$ cat src/rtl/fan_drive_pkg.sv
// constants and types for the fan motor commutation and pwm logic
// Summary of operation
// - pwm only the source-side switches by command
// - duty spans fully off to fully on
// - clamp duty below low, above high thresholds
// - undervoltage holds all source switches off
// - overtemperature holds all source switches off
// - current limit cuts source switches each cycle
// - triple-rate tach combines all three inputs
// - halt high turns source switches off
// - halt low enables normal running
// - current limit leaves sink side short braking
// - low direction forward, high reverse
package fan_drive_pkg;
  localparam int CMD_W = 8;
  localparam logic [7:0] CMD_LOW_THRESHOLD_RST = 8'h20;
  localparam logic [7:0] CMD_HIGH_THRESHOLD_RST = 8'hE0;
  localparam int CLK_FREQ_HZ = 25_000_000;
  localparam int CARRIER_MAX_HZ = 40_000;
  localparam int CARRIER_STEPS = 256;
  // least prescale divide in cycles per ramp step, so the carrier stays at or below the ceiling
  localparam int CARRIER_DIV = (CLK_FREQ_HZ + CARRIER_MAX_HZ * CARRIER_STEPS - 1) / (CARRIER_MAX_HZ * CARRIER_STEPS);
  localparam logic [7:0] CARRIER_DIV_M1 = 8'(CARRIER_DIV - 1);
  localparam logic [2:0] PHASE_NONE = 3'h0;
endpackage : fan_drive_pkg

$ cat src/rtl/sector_decode.sv
// hall sector to source and sink phase decoder
`timescale 1ns/100ps
module sector_decode
  import fan_drive_pkg::*;
(
  input wire logic [2:0] hall,
  input wire logic reverse,
  output logic [2:0] src_sel,
  output logic [2:0] snk_sel
);
  logic [2:0] fwd_src;
  logic [2:0] fwd_snk;

  // six valid sectors, illegal codes energize nothing
  always_comb begin
    unique case (hall)
      3'b001: begin fwd_src = 3'b001; fwd_snk = 3'b010; end
      3'b011: begin fwd_src = 3'b001; fwd_snk = 3'b100; end
      3'b010: begin fwd_src = 3'b010; fwd_snk = 3'b100; end
      3'b110: begin fwd_src = 3'b010; fwd_snk = 3'b001; end
      3'b100: begin fwd_src = 3'b100; fwd_snk = 3'b001; end
      3'b101: begin fwd_src = 3'b100; fwd_snk = 3'b010; end
      default: begin fwd_src = PHASE_NONE; fwd_snk = PHASE_NONE; end
    endcase
  end

  // reverse swaps source and sink, running the sequence backwards
  assign src_sel = reverse ? fwd_snk : fwd_src;
  assign snk_sel = reverse ? fwd_src : fwd_snk;
endmodule : sector_decode

$ cat src/rtl/fan_drive_ctrl.sv
// commutation, direct pwm, protection and tach logic for a fan motor
`timescale 1ns/100ps
module fan_drive_ctrl
  import fan_drive_pkg::*;
(
  input wire logic SYS_CLK,
  input wire logic RESETN,
  input wire logic CLK_EN,
  input wire logic [7:0] SPEED_COMMAND_LEVEL,
  input wire logic [7:0] SPEED_COMMAND_LOW_THRESHOLD,
  input wire logic [7:0] SPEED_COMMAND_HIGH_THRESHOLD,
  input wire logic HALT,
  input wire logic REVERSE,
  input wire logic UNDERVOLTAGE,
  input wire logic OVERHEAT,
  input wire logic CURRENT_LIMIT,
  input wire logic ROTOR_POSITION_A,
  input wire logic ROTOR_POSITION_B,
  input wire logic ROTOR_POSITION_C,
  output logic [2:0] SOURCE_DRIVE,
  output logic [2:0] SINK_DRIVE,
  output logic TACH_SINGLE_RATE,
  output logic TACH_TRIPLE_RATE,
  output logic LIMIT_ACTIVE,
  output logic RUNNING
);
  logic [7:0] prescale_reg;
  logic [7:0] prescale_next;
  logic [7:0] carrier_reg;
  logic [7:0] carrier_next;
  logic limit_latch_reg;
  logic limit_latch_next;
  logic [7:0] duty_reg;
  logic [7:0] duty_next;
  logic [2:0] src_reg;
  logic [2:0] snk_reg;
  logic tach1_reg;
  logic tach3_reg;
  logic limit_reg;
  logic run_reg;
  logic [2:0] hall;
  logic [2:0] src_sel;
  logic [2:0] snk_sel;
  logic carrier_wrap;
  logic below_low;
  logic above_high;
  logic [15:0] span_num;
  logic [7:0] span_den;
  logic [7:0] scaled;
  logic pwm_on;
  logic inhibit;
  logic src_enable;

  assign hall = {ROTOR_POSITION_C, ROTOR_POSITION_B, ROTOR_POSITION_A};

  sector_decode u_sector (
    .hall(hall),
    .reverse(REVERSE),
    .src_sel(src_sel),
    .snk_sel(snk_sel)
  );

  // carrier: prescaler then 8-bit ramp, period 256 ramp steps
  assign carrier_wrap = (prescale_reg == CARRIER_DIV_M1);
  assign prescale_next = carrier_wrap ? 8'h00 : 8'(prescale_reg + 8'h01);
  assign carrier_next = carrier_wrap ? 8'(carrier_reg + 8'h01) : carrier_reg;

  // duty map: clamp outside thresholds, linear between
  assign below_low = (SPEED_COMMAND_LEVEL <= SPEED_COMMAND_LOW_THRESHOLD);
  assign above_high = (SPEED_COMMAND_LEVEL >= SPEED_COMMAND_HIGH_THRESHOLD);
  // widen before the product so the full 16-bit result is kept
  assign span_num = 16'(SPEED_COMMAND_LEVEL - SPEED_COMMAND_LOW_THRESHOLD) * 16'h00FF;
  assign span_den = 8'(SPEED_COMMAND_HIGH_THRESHOLD - SPEED_COMMAND_LOW_THRESHOLD);
  assign scaled = (span_den == 8'h00) ? 8'hFF : 8'(span_num / span_den);
  assign duty_next = below_low ? 8'h00 : (above_high ? 8'hFF : scaled);

  // 0 duty never on; 255 duty held on through the whole carrier
  assign pwm_on = (duty_reg == 8'hFF) || (carrier_reg < duty_reg);

  // limit trips until next carrier period start (on/off peak control)
  assign limit_latch_next = CURRENT_LIMIT ? 1'b1 : ((carrier_wrap && carrier_reg == 8'hFF) ? 1'b0 : limit_latch_reg);

  assign inhibit = UNDERVOLTAGE || OVERHEAT || HALT;
  assign src_enable = !inhibit && pwm_on && !limit_latch_next;

  // pwm timebase and duty sampling
  always_ff @(posedge SYS_CLK) begin
    if (!RESETN) begin
      prescale_reg <= 8'h00;
      carrier_reg <= 8'h00;
      limit_latch_reg <= 1'b0;
      duty_reg <= 8'h00;
    end else if (CLK_EN) begin
      prescale_reg <= prescale_next;
      carrier_reg <= carrier_next;
      limit_latch_reg <= limit_latch_next;
      duty_reg <= duty_next;
    end
  end

  // phase drives; sink stays on under limit for short brake
  always_ff @(posedge SYS_CLK) begin
    if (!RESETN) begin
      src_reg <= PHASE_NONE;
      snk_reg <= PHASE_NONE;
      limit_reg <= 1'b0;
      run_reg <= 1'b0;
    end else if (CLK_EN) begin
      src_reg <= src_enable ? src_sel : PHASE_NONE;
      snk_reg <= inhibit ? PHASE_NONE : snk_sel;
      limit_reg <= limit_latch_next;
      run_reg <= !inhibit;
    end
  end

  // tach outputs: first input and three-input parity
  always_ff @(posedge SYS_CLK) begin
    if (!RESETN) begin
      tach1_reg <= 1'b0;
      tach3_reg <= 1'b0;
    end else if (CLK_EN) begin
      tach1_reg <= ROTOR_POSITION_A;
      tach3_reg <= ^hall;
    end
  end

  assign SOURCE_DRIVE = src_reg;
  assign SINK_DRIVE = snk_reg;
  assign TACH_SINGLE_RATE = tach1_reg;
  assign TACH_TRIPLE_RATE = tach3_reg;
  assign LIMIT_ACTIVE = limit_reg;
  assign RUNNING = run_reg;
endmodule : fan_drive_ctrl

$ cat config.mk
export PLATFORM = sky130hd
export DESIGN_NAME = fan_drive_ctrl
export DESIGN_NICKNAME = d
export VERILOG_FILES = /design/src/rtl/fan_drive_pkg.sv /design/src/rtl/sector_decode.sv /design/src/rtl/fan_drive_ctrl.sv
export SDC_FILE = /design/constraint.sdc
export NUM_CORES = 1
export LEC_CHECK = 0
export ABC_CLOCK_PERIOD_IN_PS = 44700
export BUFFER_PORTS_ARGS = -buffer_cell sky130_fd_sc_hd__buf_2
export CORE_MARGIN = 2
export CORE_UTILIZATION = 42
export CTS_CLUSTER_DIAMETER = 50
export DETAILED_ROUTE_END_ITERATION = 6
export GPL_TIMING_DRIVEN = 0
export PLACE_DENSITY = 0.66
export SLEW_MARGIN = 25
export SYNTH_ARGS = -nofsm -noshare
export SYNTH_HDL_FRONTEND = slang
export SYNTH_SLANG_ARGS = --single-unit
$ cat constraint.sdc
create_clock -name SYS_CLK -period 44.7 [get_ports SYS_CLK]
set_input_delay 0 -clock SYS_CLK [delete_from_list [all_inputs] [get_ports SYS_CLK]]
set_output_delay 0 -clock SYS_CLK [all_outputs]
set_load 0.02 [all_outputs]
==> results of run 1 <==
## per-stage QoR
step / cells / util [%] / hold slack, ns / worst slack (ns)
final: 1683 / 46.5 / 0.0640 / 3.04
after global routing: 1683 / 46.5 / 0.0809 / 0.0324
after CTS: 1683 / 46.2 / 0.0597 / 1.88
after detailed placement: 1675 / 45.5 / 0.338 / 1.79
after global placement: 1671 / 45.2 / 0.332 / 1.83
after floorplan: 1309 / - / 0.128 / 8.05
## layer usage
layer | share of wire [%] | global-route usage [%] | vias to the layer above
met5 | 0 | 0 | -
met3 | 3.4 | 1.01 | 24
met4 | 1.2 | 3.60 | 0
li1 | - | - | 4869
met1 | 46 | 27.6 | 4457
met2 | 49 | 37.0 | 190
## synthesized netlist by cell type (24+ instances only)
cell type	instances
nor3_1	60
a21o_1	26
nand2_1	72
nand2b_1	24
nor2_1	109
and2_1	30
dfxtp_1	34
nor2b_1	31
o21ai_0	76
xnor2_1	45
ha_1	169
xor2_1	28
a21oi_1	56
inv_1	137
o21a_1	53
mux2_2	26
fa_1	38
## layout by cell type (no fill, tap or decap), types with 38 or more instances in the layout
cell,synthesis,final
fa_1,38,38
inv_1,137,137
nand2_1,72,72
o21a_1,53,52
o21ai_0,76,74
buf_2,7,50
nor3_1,60,60
a21oi_1,56,55
xnor2_1,45,41
nor2_1,109,109
ha_1,169,169
## layout make-up
| class | count | share of cell area (%) |
|---|---|---|
| Multi-Input combinational cell | 1111 | 80.5 |
| Sequential cell | 34 | 6.25 |
| Inverter | 137 | 4.72 |
| Tap cell | 319 | 3.67 |
| Timing Repair Buffer | 48 | 2.53 |
| Clock buffer | 7 | 1.31 |
| Buffer | 26 | 1.00 |
| Clock inverter | 1 | 0.0460 |
## tightest hold or removal path, stage by stage
cell,delay [ns]
buf_2,0.15
o21ai_0,0.09
a31oi_1,0.04
## worst max path at each step
stage	from	endpoint	cells past startpoint
after detailed placement	SPEED_COMMAND_LOW_THRESHOLD[1]	duty_reg[0]$_SDFFE_PN0P_	187
final	SPEED_COMMAND_LOW_THRESHOLD[1]	duty_reg[0]$_SDFFE_PN0P_	188
after CTS	SPEED_COMMAND_LOW_THRESHOLD[1]	duty_reg[0]$_SDFFE_PN0P_	187
after global placement	SPEED_COMMAND_LEVEL[0]	duty_reg[0]$_SDFFE_PN0P_	184
after floorplan	SPEED_COMMAND_LOW_THRESHOLD[2]	duty_reg[0]$_SDFFE_PN0P_	184
after global routing	SPEED_COMMAND_LOW_THRESHOLD[1]	duty_reg[0]$_SDFFE_PN0P_	192
## repair_timing
action | 4_1_cts | 5_1_grt
gates resized for setup | 0 | 19
setup buffers | 0 | 1
setup endpoints to repair | 0 | 1
## cells by family after synthesis
| kind of cell | after synthesis |
|---|---|
| AOI/OAI and AO/OA | 360 |
| xor gates and xnor gates | 74 |
| adders and majority gates | 207 |
| buffers and inverters | 164 |
| DFF | 34 |
| muxes | 37 |
| and+or+nand+nor | 433 |
==> reports/metrics.csv, run 1 <==
metric,value,unit
vias,9540,
"Hold Violations, Final",0,
buffers and inverters on the worst path,20,
initial antenna violation count,0,
clk root buf,clkbuf_16,
vias in the first global route,9020,
die height,158,um
status,"finished, final reports clean",
synth top area cells,"ha_1 (21%), fa_1 (7.6%), dfxtp_1 (6.8%), inv_1 (5.2%), nor2_1 (4.1%)",
cell area after layout,10900,sq um
R2R Setup Slk,41.99,ns
fraction of registers with async set/reset,0,%
Post-DRT Antenna Nets,0,
Final GP Congestion,0.872,
min Tclk post-route,41.66,ns
first-pass GRT wire length,42500,um
CTS tree,done,
post-DR wirelength/cell,15.3,um
synth unique cells,85,
global-route usage over all layers,20.6,%
critical setup path kind,input pin to register,
Core Region,23400,sq um
P&R area growth vs syn,9.25,%
cts bufs inserted,5,
antenna cell count,0,
Post-synth EDFFs,0,
CP max FO,10,
1st-pass router iterations,5,
"Top FF cell, synth",dfxtp_1,
post-DP HPWL,21600,um
relative slew slack,33.5,%
Critical Path Max Stage Delay,0.57,ns
footprint of the multi-input gates,8760,sq um
layout cells sized above 1,10.0,%
Syn Nets,1551,
largest net degree at the start of global routing,19,
H-Tree Depth,2,
max-slew violation count,0,
Min-Delay Path Class,input pin to register,
Seq cells post-synth,34,
post-synthesis adder-cell area fraction,28.9,%
Layout Nets,1605,
reg2reg path depth,9,
Die Wd,158,um
residual DRC count,0,
post-synth top area share,21.2,%
simple-gate area share of the yosys netlist,22.3,%
Vias/cell,5.67,
CP max stage cell,or4_1,
CTS sink count,34,
Synth area leader,ha_1,
compound-cell area share of the yosys netlist,25.1,%
grt ovf,0,
final setup fails,0,
crit-path most repeated cell,o21a_1,
Cell Rows,56,
filler cell count,2373,
die area,25000,sq um
post-synthesis mux area share,4.09,%
worst skew pair latency,0.27,ns
"Req. time, crit path",44.84,ns
CP startpoint kind,input pin,
TNS Setup,0,ns
IO Count,45,
# port buffers,43,
Synth Area in XOR/XNOR,6.58,%
Max Freq,24.0,MHz
initial DRC count,555,
Seq. cell area,681,sq um
max cap viols,0,
CTS Hold Bufs,0,
unrepaired setup endpoints after global routing,false,
Post-DP Area,10700,sq um
reg-to-reg startpoint,prescale_reg[0]$_SDFFE_PN0P_,
Routed WL,25700,um
Post-Syn Area,9960,sq um
YS warnings,0,
clock skew,0.00338,ns
Hold EP,duty_reg[0]$_SDFFE_PN0P_,
Starting Density,42.6,%
"Largest delay share family, worst path",compound AO/OA/AOI/OAI gates,
FF-to-FF End,carrier_reg[7]$_SDFFE_PN0P_,
Critical Path Sink Type,register,
largest family of logic cells by synthesized area,adder cells,
syn avg cell area,7.61,sq um
post-synthesis sequential area ratio,6.83,%
worst slew pin tran,0.984,ns
Clock transition at path regs,0.05,ns
CTS max path bufs,2,
Worst Hold Depth,3,
critical path arrival,41.80,ns
HP Start,RESETN,
period utilization,93.2,%
Cells after Synth,1309,
Power of run 1 is not shown: default switching activity piles up to over one toggle a cycle in this logic, so the estimate is an artifact.
==> inputs of run 2 (changes only) <==
MAX_ROUTING_LAYER = met4   (was unset)
==> run 2 against run 1 <==
Sequential share of layout area about the same. Count of clock-buffer cells in the layout unchanged. Hold slack improved by 0.0014 ns. First-iteration DRC count is the same. Clock skew barely moved. Maximum frequency decreased by 0.21%. Via count about the same. Critical path depth rose by 2. Wire length barely moved. Final cell count is the same.
==> reports/metrics.csv, run 2 (same netlist as run 1, synthesis figures left out) <==
metric,value,unit
status,"finished, final reports clean",
Core Region,23400,sq um
Max Freq,24.0,MHz
Critical Path Sink Type,register,
CTS Hold Bufs,0,
Clock transition at path regs,0.05,ns
clock skew,0.00377,ns
CTS tree,done,
1st-pass router iterations,5,
CTS max path bufs,2,
largest net degree at the start of global routing,19,
PnR worst setup slack,2.95,ns
CP max FO,10,
FF-to-FF End,carrier_reg[7]$_SDFFE_PN0P_,
critical path arrival,41.89,ns
IO Count,45,
reg2reg path depth,9,
Post-DRT Antenna Nets,0,
max cap viols,0,
clk root buf,clkbuf_16,
CP startpoint kind,input pin,
antenna cell count,0,
relative slew slack,33.4,%
Layout Nets,1605,
Final GP Congestion,0.886,
cts bufs inserted,5,
worst skew pair latency,0.27,ns
reg-to-reg startpoint,prescale_reg[0]$_SDFFE_PN0P_,
worst hold slack,0.0654,ns
initial DRC count,555,
first-pass GRT wire length,42500,um
P&R area growth vs syn,9.24,%
Starting Density,42.6,%
"Largest delay share family, worst path",compound AO/OA/AOI/OAI gates,
post-DR wirelength/cell,15.3,um
initial antenna violation count,0,
max-slew violation count,0,
worst slew pin tran,0.985,ns
critical setup path kind,input pin to register,
residual DRC count,0,
Post-Place Worst Slack,1.79,ns
Min-Delay Path Class,input pin to register,
min Tclk post-route,41.75,ns
"Hold Violations, Final",0,
vias,9543,
CP max stage cell,or4_1,
global-route usage over all layers,21.2,%
Vias/cell,5.67,
CTS sink count,34,
die height,158,um
final setup fails,0,
buffers and inverters on the worst path,21,
H-Tree Depth,2,
Cell Rows,56,
grt ovf,0,
"commonest cells after routing, fill and taps aside","ha_1 (169), inv_1 (137), nor2_1 (109)",
Routed WL,25700,um
Hold EP,LIMIT_ACTIVE$_SDFFE_PN0P_,
Worst Hold Depth,4,
"Req. time, crit path",44.84,ns
vias in the first global route,9023,
"commonest non-fill, non-tap cell in the layout",ha_1,
R2R Setup Slk,41.99,ns
layout cells sized above 1,9.97,%
filler cell count,2374,
# port buffers,43,
die area,25000,sq um
Die Wd,158,um
period utilization,93.4,%
HP Start,CURRENT_LIMIT,
crit-path most repeated cell,o21a_1,
Critical Path Max Stage Delay,0.57,ns
post-DP HPWL,21600,um
[run 2: cell counts in the layout (fill, tap and decap cells not counted)]
Identical to the previous run, type by type.
[run 2: cell type report]
type | count | area, sq um | area share [%]
Sequential cell | 34 | 681 | 6.25
Clock inverter | 1 | 5.00 | 0.0460
Inverter | 137 | 514 | 4.72
Timing Repair Buffer | 48 | 275 | 2.53
Tap cell | 319 | 399 | 3.67
Clock buffer | 7 | 143 | 1.31
Multi-Input combinational cell | 1111 | 8760 | 80.5
Buffer | 26 | 108 | 0.989
[run 2: worst max path at each step]
stage | to | cells after the start | slack [ns] | from
global route | duty_reg[0]$_SDFFE_PN0P_ | 192 | -0.04 | SPEED_COMMAND_LOW_THRESHOLD[1]
CTS | duty_reg[0]$_SDFFE_PN0P_ | 187 | 1.88 | SPEED_COMMAND_LOW_THRESHOLD[1]
floorplan | duty_reg[0]$_SDFFE_PN0P_ | 184 | 8.05 | SPEED_COMMAND_LOW_THRESHOLD[2]
finish | duty_reg[0]$_SDFFE_PN0P_ | 190 | 2.95 | SPEED_COMMAND_LOW_THRESHOLD[1]
detailed placement | duty_reg[0]$_SDFFE_PN0P_ | 187 | 1.79 | SPEED_COMMAND_LOW_THRESHOLD[1]
global placement | duty_reg[0]$_SDFFE_PN0P_ | 184 | 1.83 | SPEED_COMMAND_LEVEL[0]
[run 2: stage by stage]
step,util [%],std cells,TNS (ns),instance area [sq um]
after floorplan,-,1309,0,9960
after global placement,45.2,1671,0,10600
after detailed placement,45.5,1675,0,10700
after CTS,46.2,1683,0,10800
after global routing,46.5,1683,-0.0415,10900
final,46.5,1683,0,10900
[run 2: tightest hold or removal path, delay by kind of cell]
family	cells	cell delay, ns
AOI/OAI and AO/OA	2	0.17
and+or+nand+nor	1	0.06
buffers and inverters	1	0.07
[run 2: routing by layer]
metal / vias up / routed length [um] / track usage, %
met3: 24 / 740 / 1.01
met5: - / 0 / -
met1: 4478 / 12000 / 27.5
met4: 0 / 301 / 3.56
li1: 4866 / - / -
met2: 175 / 12600 / 37.1
[run 2: timing repair]
action,CTS,global route
buffers inserted,0,1
setup endpoints to repair,0,1
resized for setup,0,17
Power of run 2 is left out for the same reason.
